File: config.mk
export PLATFORM = sky130hd
export DESIGN_NAME = touch_key_scan_control
export DESIGN_NICKNAME = d
export VERILOG_FILES = /design/src/touch_key_pkg.sv /design/src/touch_key_scan_control.sv
export VERILOG_INCLUDE_DIRS = /design/src
export SDC_FILE = /design/constraint.sdc
export NUM_CORES = 1
export LEC_CHECK = 0
export BUFFER_PORTS_ARGS = -buffer_cell sky130_fd_sc_hd__buf_2
export CORE_ASPECT_RATIO = 0.9
export CORE_MARGIN = 10
export CORE_UTILIZATION = 60
export DETAILED_ROUTE_END_ITERATION = 7
export PLACE_DENSITY = 0.9
export SLEW_MARGIN = 30
export SYNTH_ARGS = -nofsm -noshare
export SYNTH_HDL_FRONTEND = slang
export SYNTH_SLANG_ARGS = --single-unit
File: constraint.sdc
create_clock -name sys_clk_i -period 6.65 [get_ports sys_clk_i]
set_input_delay 0 -clock sys_clk_i [delete_from_list [all_inputs] [get_ports sys_clk_i]]
set_output_delay 0 -clock sys_clk_i [all_outputs]
set_load 0.03 [all_outputs]
File: src/touch_key_defs.svh
// register map, field positions, reset values and counts of the touch scan control
`ifndef TOUCH_KEY_DEFS_SVH
`define TOUCH_KEY_DEFS_SVH

`define TK_ADDR_CTRL     3'h0
`define TK_ADDR_CFG      3'h1
`define TK_ADDR_REFH     3'h2
`define TK_ADDR_REFL     3'h3
`define TK_ADDR_PRELOAD  3'h4
`define TK_ADDR_KEYSEL   3'h5

`define TK_BIT_OWNER     7
`define TK_BIT_SLOT_OVF  6
`define TK_BIT_START     5
`define TK_BIT_CF_OVF    4
`define TK_BIT_REF_OVF   3
`define TK_BIT_MODE      1
`define TK_BIT_BUSY      0

`define TK_CFG_SHARED    4
`define TK_CFG_REF_HI    3
`define TK_CFG_REF_LO    2
`define TK_CFG_FREQ_HI   1
`define TK_CFG_FREQ_LO   0

`define TK_CTRL_RESET    8'h00
`define TK_CFG_RESET     8'h03
`define TK_PRELOAD_RESET 8'h00
`define TK_KEYSEL_RESET  8'he4

`define TK_UNIT_LAST     5'h1f
`define TK_SLOT_LAST     8'hff
`define TK_CNT_LAST      16'hffff
`define TK_RAM_CAP       1'b0
`define TK_RAM_RESULT    1'b1

`endif

File: src/touch_key_pkg.sv
// types of the touch scan control
package touch_key_pkg;

   typedef enum logic [3:0]
   {
      st_idle  = 4'b0001,
      st_scan  = 4'b0010,
      st_fetch = 4'b0100,
      st_load  = 4'b1000
   } scan_state_type;

   typedef struct packed
   {
      scan_state_type st;
      logic           owner;
      logic           slot_ovf;
      logic           start;
      logic           cf_ovf;
      logic           ref_ovf;
      logic           mode;
      logic           busy;
      logic           auto_pri;
      logic           irq;
      logic [7:0]     cfg;
      logic [7:0]     preload;
      logic [7:0]     key_sel;
      logic [15:0]    ref_cnt;
      logic [15:0]    cf_cnt;
      logic [4:0]     unit;
      logic [7:0]     slot;
      logic [1:0]     slot_idx;
      logic [2:0]     div;
      logic [9:0]     cap;
      logic [7:0]     rdata;
      logic           ram_we;
      logic [2:0]     ram_addr;
      logic [15:0]    ram_wdata;
      logic           key_en;
      logic           ref_en;
      logic [2:0]     key_sync;
      logic [2:0]     ref_sync;
   } state_type;

endpackage : touch_key_pkg

File: src/touch_key_scan_control.sv
// shared start, mode, flag, ram arbitration and counter control of the touch key scanner
//
// Overview of operation
// Touch data RAM goes to processor when owner bit is 0, scanner when 1.
// Auto scan holds RAM priority from start edge until busy falls.
// Software should set owner bit to 1 while auto scan runs.
// Hardware slot overflow sets the interrupt flag; software setting it does not.
// Auto mid-scan overflow clears counters, reloads slot counter, no overflow flag.
// Auto scan completion sets flags, stops oscillators, switches counters off.
// Manual overflow sets flags, stops oscillators, switches counters off.
// Start bit low clears C/F, reference and unit counters, not slot counter.
// Start bit rising edge switches counters and oscillators on.
// C/F counter overflow sets sticky flag, cleared only by writing zero.
// Reference counter overflow sets sticky flag, cleared only by writing zero.
// Mode bit 0 selects auto scan, 1 selects manual scan.
// In manual mode software sets capacitor first and reads result after.
// Auto mode fetches capacitor values from RAM and stores results there.
// Auto mode scans slots in key select order until all are done.
// Busy rises with start and falls at the ending slot overflow.
// Software keeps the three configuration test bits at zero.
// Shared slot select 0 uses own slot counter, 1 uses module 0.
// Reference counter clock is system clock divided by 1, 2, 4 or 8.
// Oscillator frequency code selects 500 to 2000 kHz, resets to 11.
// Manual overflow stops reference counter and holds its count.
// Auto mode clears reference counter after slots 0-2, keeps it after 3.
// Slot overflow after 256 minus preload units of 32 slot clocks.
`timescale 1ns/100ps
`include "touch_key_defs.svh"

module touch_key_scan_control
   import touch_key_pkg::*;
#(
   parameter int SLOTS = 4
)
(
   input  wire logic        sys_clk_i,
   input  wire logic        reset_n_i,
   input  wire logic [2:0]  addr_i,
   input  wire logic [7:0]  wdata_i,
   input  wire logic        wr_i,
   input  wire logic        rd_i,
   output logic      [7:0]  rdata_o,
   input  wire logic        irq_ack_i,
   output logic             touch_irq_o,
   input  wire logic        key_osc_i,
   input  wire logic        ref_osc_i,
   output logic             key_osc_en_o,
   output logic             ref_osc_en_o,
   output logic      [1:0]  osc_freq_sel_o,
   output logic             shared_slot_sel_o,
   output logic      [1:0]  key_select_o,
   output logic      [9:0]  ref_cap_o,
   output logic             ram_grant_scan_o,
   output logic             ram_we_o,
   output logic      [2:0]  ram_addr_o,
   output logic      [15:0] ram_wdata_o,
   input  wire logic [15:0] ram_rdata_i
);

   // the slot index is two bits wide, so more than four slots cannot be served
   if (SLOTS < 1 || SLOTS > 4)
   begin : g_bad_slots
      $error("SLOTS must lie in 1 to 4");
   end

   localparam logic [1:0] LAST_SLOT = 2'(SLOTS - 1);

   state_type s;
   state_type next_s;
   logic      key_edge;
   logic      ref_edge;
   logic      ref_tick;
   logic      ctrl_wr;
   logic      start_rise;
   logic      slot_evt;
   logic      mid_evt;
   logic      done_evt;

   // one enable pulse per divided reference counter clock
   function automatic logic div_hit(input logic [1:0] sel, input logic [2:0] cnt);
      case (sel)
         2'h0:    div_hit = 1'b1;
         2'h1:    div_hit = cnt[0];
         2'h2:    div_hit = &cnt[1:0];
         default: div_hit = &cnt;
      endcase
   endfunction : div_hit

   always_comb
   begin
      next_s     = s;
      key_edge   = s.key_sync[1] & ~s.key_sync[2];
      ref_edge   = s.ref_sync[1] & ~s.ref_sync[2];
      ref_tick   = div_hit(s.cfg[`TK_CFG_REF_HI:`TK_CFG_REF_LO], s.div);
      ctrl_wr    = wr_i && addr_i == `TK_ADDR_CTRL;
      start_rise = ctrl_wr && wdata_i[`TK_BIT_START] && !s.start;
      slot_evt   = 1'b0;
      mid_evt    = 1'b0;
      done_evt   = 1'b0;

      next_s.key_sync = {s.key_sync[1:0], key_osc_i};
      next_s.ref_sync = {s.ref_sync[1:0], ref_osc_i};
      next_s.div      = s.div + 3'h1;
      next_s.ram_we   = 1'b0;
      next_s.rdata    = 8'h00;

      if (rd_i)
      begin
         case (addr_i)
            `TK_ADDR_CTRL:    next_s.rdata = {s.owner, s.slot_ovf, s.start, s.cf_ovf,
                                              s.ref_ovf, 1'b0, s.mode, s.busy};
            `TK_ADDR_CFG:     next_s.rdata = s.cfg;
            `TK_ADDR_REFH:    next_s.rdata = s.ref_cnt[15:8];
            `TK_ADDR_REFL:    next_s.rdata = s.ref_cnt[7:0];
            `TK_ADDR_PRELOAD: next_s.rdata = s.preload;
            `TK_ADDR_KEYSEL:  next_s.rdata = s.key_sel;
            default:          next_s.rdata = 8'h00;
         endcase
      end

      // software writes first so that hardware events below win over a clear
      if (ctrl_wr)
      begin
         next_s.owner = wdata_i[`TK_BIT_OWNER];
         next_s.start = wdata_i[`TK_BIT_START];
         next_s.mode  = wdata_i[`TK_BIT_MODE];
         if (wdata_i[`TK_BIT_SLOT_OVF])
            next_s.slot_ovf = 1'b1;
         else
            next_s.slot_ovf = 1'b0;
         if (!wdata_i[`TK_BIT_CF_OVF])
            next_s.cf_ovf = 1'b0;
         if (!wdata_i[`TK_BIT_REF_OVF])
            next_s.ref_ovf = 1'b0;
      end
      if (wr_i && addr_i == `TK_ADDR_CFG)
         next_s.cfg = wdata_i;
      if (wr_i && addr_i == `TK_ADDR_PRELOAD)
         next_s.preload = wdata_i;
      if (wr_i && addr_i == `TK_ADDR_KEYSEL)
         next_s.key_sel = wdata_i;
      if (irq_ack_i)
         next_s.irq = 1'b0;

      // start low keeps the measuring counters at zero but the slot counter alone
      if (!s.start)
      begin
         next_s.cf_cnt  = 16'h0000;
         next_s.ref_cnt = 16'h0000;
         next_s.unit    = 5'h00;
      end

      case (s.st)
         st_idle:
         begin
            if (start_rise)
            begin
               next_s.busy     = 1'b1;
               next_s.key_en   = 1'b1;
               next_s.ref_en   = 1'b1;
               next_s.slot     = s.preload;
               next_s.slot_idx = 2'h0;
               next_s.auto_pri = !wdata_i[`TK_BIT_MODE];
               if (wdata_i[`TK_BIT_MODE])
                  next_s.st = st_scan;
               else
                  next_s.st = st_fetch;
            end
         end
         st_fetch:
         begin
            next_s.ram_addr = {`TK_RAM_CAP, s.slot_idx};
            next_s.st       = st_load;
         end
         st_load:
         begin
            next_s.cap = ram_rdata_i[9:0];
            next_s.st  = st_scan;
         end
         st_scan:
         begin
            if (key_edge)
            begin
               next_s.cf_cnt = s.cf_cnt + 16'h0001;
               if (s.cf_cnt == `TK_CNT_LAST)
                  next_s.cf_ovf = 1'b1;
            end
            if (ref_tick)
            begin
               next_s.ref_cnt = s.ref_cnt + 16'h0001;
               if (s.ref_cnt == `TK_CNT_LAST)
                  next_s.ref_ovf = 1'b1;
            end
            // slot clock is the reference oscillator, 32 edges per unit
            if (ref_edge)
            begin
               next_s.unit = s.unit + 5'h01;
               if (s.unit == `TK_UNIT_LAST)
               begin
                  next_s.slot = s.slot + 8'h01;
                  slot_evt    = s.slot == `TK_SLOT_LAST;
               end
            end
            if (slot_evt && !s.mode)
            begin
               next_s.ram_we    = 1'b1;
               next_s.ram_addr  = {`TK_RAM_RESULT, s.slot_idx};
               next_s.ram_wdata = s.cf_cnt;
            end
            if (slot_evt && !s.mode && s.slot_idx != LAST_SLOT)
            begin
               mid_evt         = 1'b1;
               next_s.cf_cnt   = 16'h0000;
               next_s.ref_cnt  = 16'h0000;
               next_s.unit     = 5'h00;
               next_s.slot     = s.preload;
               next_s.slot_idx = s.slot_idx + 2'h1;
               next_s.st       = st_fetch;
            end
            else if (slot_evt)
            begin
               // counts freeze here because the idle state no longer advances them
               done_evt        = 1'b1;
               next_s.slot_ovf = 1'b1;
               next_s.irq      = 1'b1;
               next_s.busy     = 1'b0;
               next_s.auto_pri = 1'b0;
               next_s.key_en   = 1'b0;
               next_s.ref_en   = 1'b0;
               next_s.cf_cnt   = s.cf_cnt;
               next_s.ref_cnt  = s.ref_cnt;
               next_s.st       = st_idle;
            end
         end
         default:
         begin
            next_s.st = st_idle;
         end
      endcase

      // dropping start aborts a scan in flight
      if (ctrl_wr && !wdata_i[`TK_BIT_START] && s.st != st_idle && !done_evt)
      begin
         next_s.busy     = 1'b0;
         next_s.auto_pri = 1'b0;
         next_s.key_en   = 1'b0;
         next_s.ref_en   = 1'b0;
         next_s.st       = st_idle;
      end
   end

   always_ff @(posedge sys_clk_i)
   begin
      if (!reset_n_i)
      begin
         s          <= '0;
         s.st       <= st_idle;
         s.cfg      <= `TK_CFG_RESET;
         s.preload  <= `TK_PRELOAD_RESET;
         s.key_sel  <= `TK_KEYSEL_RESET;
      end
      else
      begin
         s <= next_s;
      end
   end

   assign rdata_o           = s.rdata;
   assign touch_irq_o       = s.irq;
   assign key_osc_en_o      = s.key_en;
   assign ref_osc_en_o      = s.ref_en;
   assign osc_freq_sel_o    = s.cfg[`TK_CFG_FREQ_HI:`TK_CFG_FREQ_LO];
   assign shared_slot_sel_o = s.cfg[`TK_CFG_SHARED];
   assign key_select_o      = s.mode ? 2'h0 : s.key_sel[{s.slot_idx, 1'b0} +: 2];
   assign ref_cap_o         = s.cap;
   assign ram_grant_scan_o  = s.owner | s.auto_pri;
   assign ram_we_o          = s.ram_we;
   assign ram_addr_o        = s.ram_addr;
   assign ram_wdata_o       = s.ram_wdata;

   chk_ram_owner_only: assert property (@(posedge sys_clk_i) disable iff (!reset_n_i)
      !s.auto_pri |-> ram_grant_scan_o == s.owner)
      else $error("ram grant does not follow owner bit");

   chk_auto_priority: assert property (@(posedge sys_clk_i) disable iff (!reset_n_i)
      (start_rise && !wdata_i[`TK_BIT_MODE]) || (s.auto_pri && s.busy)
         |=> (s.auto_pri && ram_grant_scan_o) || !s.busy)
      else $error("auto scan lost ram priority");

   chk_sw_ovf_quiet: assert property (@(posedge sys_clk_i) disable iff (!reset_n_i)
      ctrl_wr && wdata_i[`TK_BIT_SLOT_OVF] && !done_evt && !s.irq |=> !touch_irq_o)
      else $error("software overflow set raised the interrupt");

   chk_mid_slot: assert property (@(posedge sys_clk_i) disable iff (!reset_n_i)
      mid_evt |=> s.ref_cnt == 16'h0000 && s.unit == 5'h00 && s.slot == $past(s.preload)
         && s.cf_cnt == 16'h0000 && (!s.slot_ovf || $past(s.slot_ovf)) && s.busy)
      else $error("mid scan overflow handled wrongly");

   chk_scan_done: assert property (@(posedge sys_clk_i) disable iff (!reset_n_i)
      done_evt |=> s.slot_ovf && touch_irq_o && !s.busy && !key_osc_en_o && !ref_osc_en_o)
      else $error("scan end did not set flags or stop oscillators");

   chk_start_low: assert property (@(posedge sys_clk_i) disable iff (!reset_n_i)
      !s.start ##1 !s.start |-> s.cf_cnt == 16'h0000 && s.ref_cnt == 16'h0000)
      else $error("counters not cleared while start is low");

   chk_start_on: assert property (@(posedge sys_clk_i) disable iff (!reset_n_i)
      start_rise |=> s.busy && key_osc_en_o && ref_osc_en_o)
      else $error("start edge did not switch the scan on");

   chk_cf_sticky: assert property (@(posedge sys_clk_i) disable iff (!reset_n_i)
      s.cf_ovf && !(ctrl_wr && !wdata_i[`TK_BIT_CF_OVF]) |=> s.cf_ovf)
      else $error("cf overflow flag cleared without a zero write");

   chk_ref_sticky: assert property (@(posedge sys_clk_i) disable iff (!reset_n_i)
      s.ref_ovf && !(ctrl_wr && !wdata_i[`TK_BIT_REF_OVF]) |=> s.ref_ovf)
      else $error("reference overflow flag cleared without a zero write");

   chk_manual_hold: assert property (@(posedge sys_clk_i) disable iff (!reset_n_i)
      done_evt && s.mode ##1 s.start |-> s.ref_cnt == $past(s.ref_cnt))
      else $error("reference count moved after manual overflow");

   chk_manual_stop: assert property (@(posedge sys_clk_i) disable iff (!reset_n_i)
      done_evt && s.mode |=> s.slot_ovf && touch_irq_o && !key_osc_en_o && !ref_osc_en_o)
      else $error("manual overflow did not stop the scan");

   chk_mode_path: assert property (@(posedge sys_clk_i) disable iff (!reset_n_i)
      start_rise |=> (s.mode && s.st == st_scan) || (!s.mode && s.st == st_fetch))
      else $error("scan mode bit chose the wrong scan");

   chk_result_store: assert property (@(posedge sys_clk_i) disable iff (!reset_n_i)
      slot_evt && !s.mode |=> ram_we_o && ram_addr_o == {`TK_RAM_RESULT, $past(s.slot_idx)}
         && ram_wdata_o == $past(s.cf_cnt))
      else $error("slot result not stored in ram");

   chk_busy_fall: assert property (@(posedge sys_clk_i) disable iff (!reset_n_i)
      s.busy && !next_s.busy |-> slot_evt || (ctrl_wr && !wdata_i[`TK_BIT_START]))
      else $error("busy fell without a slot overflow");

   chk_ref_clock: assert property (@(posedge sys_clk_i) disable iff (!reset_n_i)
      s.st == st_scan && s.start && !ref_tick && !slot_evt |=> s.ref_cnt == $past(s.ref_cnt))
      else $error("reference count moved without a divided clock enable");

   chk_unit_prescale: assert property (@(posedge sys_clk_i) disable iff (!reset_n_i)
      s.st == st_scan && !(ref_edge && s.unit == `TK_UNIT_LAST) |=> s.slot == $past(s.slot))
      else $error("slot counter moved inside a unit");

endmodule : touch_key_scan_control

==> PnR_summary.wiki, run 1 <==
{| class="wikitable"
! Metric !! Value
|-
| Result of the run || completed
|-
| Effective utilization at floorplan || 0.623
|-
| #FFs+latches synth || 131
|-
| Power Dens Cells || 251 nW/um2
|-
| Pin count of the biggest net entering global routing || 62
|-
| Antenna violations before repair || 0
|-
| First-pass GRT wire length || approximately 28 mm
|-
| Number of buffers created by CTS || 17
|-
| Count of inserted antenna diode cells || 0
|-
| Data arrival at the endpoint of the critical path || 3170 ps
|-
| Clock share of power || 0.491
|-
| FP Rows || 35
|-
| Synthesized area per cell || 8.19 um2
|-
| Final setup violation count || 0
|-
| P_sw || 0.000427 W
|-
| Detail-routed net length per standard cell || between 15 and 20 um
|-
| Total Negative Setup Slacks || 0 ps
|-
| Max-capacitance violation count || 0
|-
| Weighted congestion reported at the end of routability-driven placement || 0.963
|-
| Number of hold violations in the final report || 0
|-
| CTS H-tree depth || 4
|-
| Max Slew Vio Count || 0
|-
| Fraction of registers with async set or reset after synthesis || 0
|-
| Synth cell types || 75
|-
| Startpoint class of the critical path || register
|-
| Post-route core utilization || 0.704
|-
| Overall global routing resource usage || 0.223
|-
| Clock slew at reported path FFs || 50 ps
|-
| Clock Tree Buf Depth || 2
|-
| Wire length reported by the detailed router || 17.3 mm
|-
| Worst clock skew || 8.33 ps
|-
| Clock latency reported for the late side of the worst-skew pair || about 420 ps
|-
| Type of the worst setup path || reg2reg
|-
| Most used flip-flop cell after synthesis || sky130_fd_sc_hd__dfxtp_1
|-
| Fmax achieved || 0.355 GHz
|-
| Min Clock Period, post-route || about 2800 ps
|-
| Clock tree from TritonCTS || yes
|-
| Unrepaired setup endpoints after global routing || false
|-
| Share of total power consumed by net switching || 0.232
|-
| Sequential group share of total power || 0.442
|-
| Final Power || around 0.0018 W
|-
| Buffer cell driving the clock tree root || sky130_fd_sc_hd__clkbuf_16
|-
| Share of final-layout standard cells stronger than drive strength 1 || 0.172
|-
| Cell area after layout || about 7300 um2
|-
| Area of the die || 15400 um2
|-
| Post-Place Setup Slack || roughly 3800 ps
|-
| Post-layout nets || 865
|-
| WP data required || around 7000 ps
|-
| Worst reg2reg setup slack || 3830 ps
|-
| Post-detailed-route DRC marker count || 0
|-
| Comb pwr share || 0.067
|-
| Routed via count || 6078
|-
| Worst-margin pin slew || roughly 950 ps
|-
| Commonest non-fill, non-tap cell in the layout || sky130_fd_sc_hd__nand2_1
|-
| Clk sinks || 131
|-
| Die Wd || roughly 130 um
|-
| Remaining number of nets flagged by the antenna check after routing || 0
|-
| Total global routing overflow || 0
|-
| Fillers || 790
|-
| Internal power component || between 0.001 and 0.0015 W
|-
| Post-route setup slack || 3830 ps
|-
| Leakage power figure || 2.72 nW
|-
| Number of input and output port buffers inserted || 74
|-
| Number of standard cells after synthesis || 793
|-
| Crit path max fanout || 17
|-
| Number of warnings printed during yosys synthesis || 0
|-
| Post-synthesis instance area || 6490 um2
|-
| Placeable core area || 10400 um2
|-
| Sequential area share after synthesis || 0.404
|-
| Number of global-route vias before repair || approximately 5800
|-
| Post-Syn Nets || 835
|-
| Largest vdd supply drop || 157 uV
|-
| CTS-repair resized insts || 0
|-
| Final worst-path cycle share || 0.424
|-
| Worst-case headroom to the max-slew limit || 0.362
|-
| Floorplan die height || 119 um
|-
| Synth-to-Final Area Change || 13.0%
|-
| Detail-routed via count per cell || between 6 and 7
|-
| Sum of net half-perimeters after detailed placement || roughly 11 mm
|-
| Router iterations before antenna repair || 6
|-
| Number of flops mapped to enable cells by yosys || 0
|-
| Sort of element at the end of the critical path || register
|-
| Post-Place Cell Area || 6540 um2
|-
| Number of DRC violations after detailed-routing iteration 0 || 842
|-
| Leading cell types in the layout, fill and taps excluded || sky130_fd_sc_hd__nand2_1 (166), sky130_fd_sc_hd__dfxtp_1 (131), sky130_fd_sc_hd__a21oi_1 (78), sky130_fd_sc_hd__buf_2 (74), sky130_fd_sc_hd__o21ai_0 (35)
|-
| Io pins || 81
|-
| Worst min-delay path category || in2reg
|}
[power by group through the flow]
stage	clock network, W	registers [W]	logic, W
final	0.000904	0.000813	0.000123
after global routing	0.000945	0.000814	0.000134
after CTS	0.000903	0.000812	0.000119
after detailed placement	0	0.000829	0.000108
after global placement	0	0.000828	0.000105
after floorplan	0	0.000821	0.0000850
[kinds of logic after synthesis]
kind of cell	Yosys count	share of synthesized area
adders and majority gates	8	0.0154
buffers and inverters	97	0.0856
and+or+nand+nor	331	0.250
AOI/OAI and AO/OA	199	0.193
DFF	131	0.404
xor gates and xnor gates	4	0.00540
muxes	23	0.0463
[synth_stat cells (all sizes together) (4+ instances only)]
master | n | area (um2)
o21ai | 37 | 193
a22oi | 9 | 67.6
nand2b | 5 | 31.3
nor4 | 7 | 50.1
mux2i | 12 | 120
a41oi | 4 | 35.0
or2 | 4 | 25.0
dfxtp | 131 | 2620
nand2 | 167 | 629
buf | 57 | 404
nor2b | 7 | 43.8
nor3 | 14 | 81.3
nor2 | 32 | 120
a32o | 5 | 50.1
mux4 | 5 | 113
a21oi | 80 | 408
nor4b | 4 | 50.1
and2 | 14 | 87.6
nand3 | 29 | 150
clkbuf | 32 | 121
a211oi | 11 | 87.6
or3 | 6 | 37.5
and4 | 5 | 43.8
o21a | 4 | 30.0
mux2 | 6 | 67.6
a31oi | 21 | 131
or4b | 5 | 50.1
inv | 7 | 26.3
nand4 | 10 | 62.6
ha | 8 | 100
and3 | 10 | 62.6
[path summary, 6_finish.rpt]
path                  start    endpoint  depth (start not counted)
hold / removal         rd_i  rdata_o[1]                          3
hold reg to reg   next_s[1]   next_s[2]                          1
setup / recovery     s[130]       s[53]                          5
setup reg to reg     s[130]       s[53]                          5
[area by class of cell]
| type | count | area (um2) | area share |
|---|---|---|---|
| well taps | 129 | 161 | 0.0220 |
| multi-input cells | 565 | 3340 | 0.455 |
| inverters | 8 | 30.0 | 0.00409 |
| flip-flops and latches | 131 | 2620 | 0.357 |
| clock inverters | 10 | 109 | 0.0148 |
| clock buffers | 21 | 460 | 0.0628 |
| repair buffers | 100 | 618 | 0.0842 |
[what timing repair did]
action | in CTS | in global routing
buffers inserted | 0 | 0
hold buffers | 21 | 0
hold endpoints to repair | 43 | 0
[per-layer routing]
metal	GRT usage	share of wire	up-vias
met4	0.0653	0.016	0
met5	0	0	-
li1	-	-	2865
met1	0.271	0.41	2849
met2	0.359	0.48	320
met3	0.0840	0.10	44
[stage by stage]
step / instances / hold slack [ps]
after floorplan: 793 / 124
after global placement: 912 / 207
after detailed placement: 912 / 211
after CTS: 964 / 63.8
after global routing: 964 / 82.5
final: 964 / 74.1
[critical path, cell delays in order (launching register included)]
cell and delay [ps]:
sky130_fd_sc_hd__dfxtp_1 480, sky130_fd_sc_hd__or4b_1 830, sky130_fd_sc_hd__or2_1 400, sky130_fd_sc_hd__a21oi_1 660
sky130_fd_sc_hd__a32o_1 260, sky130_fd_sc_hd__a32o_1 120
[state kept, by name (all words and copies together), names as in the netlist]
name               flops
next_s                 4
ram_addr_o             3
touch_irq_o            1
shared_slot_sel_o      1
s                     85
rdata_o                8
osc_freq_sel_o         2
ram_we_o               1
ram_wdata_o           16
ref_cap_o             10
No activity file was read; power rests on OpenSTA's default activity.
==> run 2, diff against run 1 <==
--- a/config.mk
+++ b/config.mk
@@ -6,12 +6,13 @@
 export SDC_FILE = /design/constraint.sdc
 export NUM_CORES = 1
 export LEC_CHECK = 0
+export ABC_AREA = 1
 export BUFFER_PORTS_ARGS = -buffer_cell sky130_fd_sc_hd__buf_2
 export CORE_ASPECT_RATIO = 0.9
 export CORE_MARGIN = 10
-export CORE_UTILIZATION = 60
+export CORE_UTILIZATION = 59
 export DETAILED_ROUTE_END_ITERATION = 7
-export PLACE_DENSITY = 0.9
+export PLACE_DENSITY = 0.89
 export SLEW_MARGIN = 30
 export SYNTH_ARGS = -nofsm -noshare
 export SYNTH_HDL_FRONTEND = slang
==> constraint.sdc (replaced) <==
create_clock -name sys_clk_i -period 2.6 [get_ports sys_clk_i]
set_input_delay 0 -clock sys_clk_i [delete_from_list [all_inputs] [get_ports sys_clk_i]]
set_output_delay 0 -clock sys_clk_i [all_outputs]
set_load 0.03 [all_outputs]
==> PnR_summary.wiki, run 2 <==
{| class="wikitable"
! Metric !! Value
|-
| Slowest cell delay on critical path || 380 ps (was 830 ps)
|-
| Biggest register || s (unchanged)
|-
| Share of final-layout standard cells stronger than drive strength 1 || 0.129 (was 0.172)
|-
| Routed via count || 7062 (was 6078)
|-
| Post-CTS Repair Setup Buffers || 0 (unchanged)
|-
| Die Wd || 133 um (was 130 um)
|-
| Sum of net half-perimeters after detailed placement || 12.5 mm (was 11.3 mm)
|-
| Clock slew at reported path FFs || 60 ps (was 50 ps)
|-
| Total global routing overflow || 0 (unchanged)
|-
| Number of buffers created by CTS || 17 (unchanged)
|-
| Placeable core area || 11300 um2 (was 10400 um2)
|-
| Weighted congestion reported at the end of routability-driven placement || 0.997 (was 0.963)
|-
| Worst clock skew || 10.0 ps (was 8.33 ps)
|-
| Fmax achieved || 0.451 GHz (was 0.355 GHz)
|-
| Number of input and output port buffers inserted || 74 (unchanged)
|-
| Number of flops mapped to enable cells by yosys || 0 (unchanged)
|-
| Post-Syn Nets || 1048 (was 835)
|-
| CTS-repair resized insts || 0 (unchanged)
|-
| Power Dens Cells || 618 nW/um2 (was 251 nW/um2)
|-
| CTS H-tree depth || 4 (unchanged)
|-
| Clock Tree Buf Depth || 2 (unchanged)
|-
| #FFs+latches synth || 131 (unchanged)
|-
| Clock share of power || 0.491 (about the same)
|-
| Cells along the critical path || ha_1 -> and3_1 -> ha_1 -> nand3_2 -> nor2_8 -> nand3_2 -> nand2_1 -> inv_1 -> nand2_1 -> a21oi_1 (was or4b_1 -> or2_1 -> a21oi_1 -> a32o_1 -> a32o_1)
|-
| Result of the run || finished with violations (was completed)
|-
| Synth cell types || 38 (was 75)
|-
| Share of total power consumed by net switching || 0.251 (was 0.232)
|-
| P_sw || 0.00120 W (was 0.000427 W)
|-
| Sequential group share of total power || 0.434 (was 0.442)
|-
| Commonest non-fill, non-tap cell in the layout || sky130_fd_sc_hd__nand2_1 (unchanged)
|-
| Clock latency reported for the late side of the worst-skew pair || 430 ps (was 420 ps)
|-
| Io pins || 81 (unchanged)
|-
| FP Rows || 37 (was 35)
|-
| Final worst-path cycle share || 0.853 (was 0.424)
|-
| Router iterations before antenna repair || 8 (was 6)
|-
| Worst-margin pin slew || 641 ps (was 955 ps)
|-
| Worst min-delay path category || in2reg (unchanged)
|-
| Detail-routed net length per standard cell || 15.6 um (was 18.0 um)
|-
| Overall global routing resource usage || 0.230 (was 0.223)
|-
| Fin Hold WS || 17.8 ps (was 74.1 ps)
|-
| Worst-case headroom to the max-slew limit || 0.571 (was 0.362)
|-
| Number of warnings printed during yosys synthesis || 0 (unchanged)
|-
| Most used flip-flop cell after synthesis || sky130_fd_sc_hd__dfxtp_1 (unchanged)
|-
| Post-cts hold buffer count || 21 (unchanged)
|-
| Clk sinks || 131 (unchanged)
|-
| Number of global-route vias before repair || 6310 (was 5794)
|-
| Max Slew Vio Count || 0 (unchanged)
|-
| Cell with the most instances after synthesis || sky130_fd_sc_hd__nand2_1 (unchanged)
|-
| Post-route core utilization || 0.684 (was 0.704)
|-
| WP data required || 2890 ps (was 7000 ps)
|-
| Comb pwr share || 0.075 (was 0.067)
|-
| Post-route setup slack || 383 ps (was 3830 ps)
|-
| Total Negative Setup Slacks || 0 ps (unchanged)
|-
| Commonest cells in the netlist || sky130_fd_sc_hd__nand2_1 (197), sky130_fd_sc_hd__inv_1 (133), sky130_fd_sc_hd__dfxtp_1 (131) (was sky130_fd_sc_hd__nand2_1 (166), sky130_fd_sc_hd__dfxtp_1 (131), sky130_fd_sc_hd__a21oi_1 (78))
|-
| Worst Path Buf+Inv || 1 (was 0)
|-
| Startpoint class of the critical path || register (unchanged)
|-
| Internal power component || 0.00359 W (was 0.00141 W)
|-
| Crit path max fanout || 27 (was 17)
|-
| Synth-to-Final Area Change || 14.3% (was 13.0%)
|-
| Area of the die || 16200 um2 (was 15400 um2)
|-
| Number of hold violations in the final report || 0 (unchanged)
|-
| Floorplan die height || 122 um (was 119 um)
|-
| Largest vdd supply drop || 510 uV (was 157 uV)
|-
| Post-layout nets || 1098 (was 865)
|-
| Detail-routed via count per cell || 5.77 (was 6.30)
|-
| Buffer cell driving the clock tree root || sky130_fd_sc_hd__clkbuf_16 (unchanged)
|-
| Post-synthesis instance area || 6790 um2 (was 6490 um2)
|-
| Leakage power figure || 3.18 nW (was 2.72 nW)
|-
| Max-capacitance violation count || 0 (unchanged)
|-
| Largest register FFs || 85 (unchanged)
|-
| Cell taking the most area after synthesis || sky130_fd_sc_hd__dfxtp_1 (unchanged)
|-
| Failing checks || design-rule violations
|-
| Final setup violation count || 0 (unchanged)
|-
| Number of DRC violations after detailed-routing iteration 0 || 969 (was 842)
|-
| Post-Place Setup Slack || 386 ps (was 3830 ps)
|-
| CP delay by family, top || simple AND/OR/NAND/NOR gates (unchanged)
|-
| Leading cell types in the layout, fill and taps excluded || sky130_fd_sc_hd__nand2_1 (197), sky130_fd_sc_hd__inv_1 (133), sky130_fd_sc_hd__dfxtp_1 (131), sky130_fd_sc_hd__o21ai_0 (108), sky130_fd_sc_hd__a21oi_1 (98) (was sky130_fd_sc_hd__nand2_1 (166), sky130_fd_sc_hd__dfxtp_1 (131), sky130_fd_sc_hd__a21oi_1 (78), sky130_fd_sc_hd__buf_2 (74), sky130_fd_sc_hd__o21ai_0 (35))
|-
| Worst reg2reg startpoint || s[59] (was s[130])
|-
| Synth area leaders || sky130_fd_sc_hd__dfxtp_1 (39%), sky130_fd_sc_hd__nand2_1 (11%), sky130_fd_sc_hd__o21ai_0 (8.0%), sky130_fd_sc_hd__inv_1 (7.4%), sky130_fd_sc_hd__a21oi_1 (7.2%) (was sky130_fd_sc_hd__dfxtp_1 (40%), sky130_fd_sc_hd__nand2_1 (9.6%), sky130_fd_sc_hd__a21oi_1 (6.0%), sky130_fd_sc_hd__buf_4 (5.1%), sky130_fd_sc_hd__o21ai_0 (2.7%))
|-
| Min-delay src || rd_i (unchanged)
|-
| Sequential area share after synthesis || 0.386 (was 0.404)
|-
| Count of inserted antenna diode cells || 0 (unchanged)
|-
| First-pass GRT wire length || 30.7 mm (was 28.4 mm)
|-
| Post-detailed-route DRC marker count || 2 (was 0)
|-
| Remaining number of nets flagged by the antenna check after routing || 0 (unchanged)
|-
| Min Clock Period, post-route || 2220 ps (was 2820 ps)
|-
| Synthesized area per cell || 6.75 um2 (was 8.19 um2)
|-
| Portion of synthesized cell area occupied by the leading cell type || 0.386 (was 0.404)
|-
| Data arrival at the endpoint of the critical path || 2510 ps (was 3170 ps)
|-
| Type of the worst setup path || reg2reg (unchanged)
|-
| Sort of element at the end of the critical path || register (unchanged)
|-
| Launching element of the worst setup path || s[59] (was s[130])
|-
| Pin count of the biggest net entering global routing || 43 (was 62)
|-
| Clock tree from TritonCTS || yes (unchanged)
|-
| Number of standard cells after synthesis || 1006 (was 793)
|-
| Effective utilization at floorplan || 0.598 (was 0.623)
|-
| Final Power || 0.00479 W (was 0.00184 W)
|-
| Wire length reported by the detailed router || 19.0 mm (was 17.3 mm)
|-
| Critical-path cell with the highest stage delay || sky130_fd_sc_hd__dfxtp_1 (was sky130_fd_sc_hd__or4b_1)
|-
| Fraction of registers with async set or reset after synthesis || 0 (unchanged)
|-
| Unrepaired setup endpoints after global routing || false (unchanged)
|-
| Antenna violations before repair || 0 (unchanged)
|}
==> run 2: changes by cell type after synthesis, sizes merged, moves of 14 or more <==
cell / before / now
and2: 14 / 0
nand3: 29 / 75
a21oi: 80 / 98
inv: 7 / 139
nand2: 167 / 200
o22ai: 1 / 16
o21ai: 37 / 110
nor2: 32 / 99
==> run 2: cell type report <==
class / instances / area [um2]
multi-input combinational: 660 / 3180
inverter: 141 / 529
tap: 156 / 195
timing repair buffer: 105 / 656
clock inverter: 13 / 135
clock buffer: 18 / 439
fill: 889 / 3580
sequential: 131 / 2620
==> run 2: per-layer routing <==
metal | vias up | routed length [um] | track usage
li1 | 3357 | - | -
met1 | 3191 | 7700 | 0.289
met2 | 438 | 8670 | 0.356
met3 | 76 | 1990 | 0.0667
met4 | 0 | 680 | 0.113
met5 | - | 0 | 0
==> run 2: tightest hold or removal path, stage by stage <==
cell and delay [ps]:
sky130_fd_sc_hd__buf_2 90, sky130_fd_sc_hd__nand2_1 180, sky130_fd_sc_hd__nor2_1 140
==> run 2: metrics by stage <==
stage          area, um2  cells
3_5_place_dp        6970   1172
4_1_cts             7760   1224
3_3_place_gp        6970   1172
2_1_floorplan       6790   1006
5_1_grt             7760   1224
6_report            7760   1224
==> run 2: worst paths after layout <==
path              depth (start not counted)  slack [ps]             to
setup / recovery                         10         380  ram_addr_o[1]
hold / removal                            3          20     rdata_o[2]
setup reg to reg                         10         380  ram_addr_o[1]
hold reg to reg                           2         420      next_s[5]
==> run 2: cell families (layout without fill, tap and decap cells) <==
logic type / count (synthesis) / count (layout) / share of synthesized area
AOI/OAI and AO/OA: 238 / 238 / 0.185
xor gates and xnor gates: 1 / 1 / 0.00129
adders and majority gates: 8 / 8 / 0.0147
buffers and inverters: 215 / 277 / 0.145
DFF: 131 / 131 / 0.386
muxes: 1 / 1 / 0.00147
and+or+nand+nor: 412 / 412 / 0.266
==> run 2: power groups by stage <==
| stage | clock network, W | registers (W) | logic (W) |
|---|---|---|---|
| after global routing | 0.00246 | 0.00208 | 0.000395 |
| after CTS | 0.00234 | 0.00208 | 0.000349 |
| after floorplan | 0 | 0.00211 | 0.000228 |
| after global placement | 0 | 0.00212 | 0.000308 |
| final | 0.00235 | 0.00208 | 0.000360 |
| after detailed placement | 0 | 0.00212 | 0.000319 |
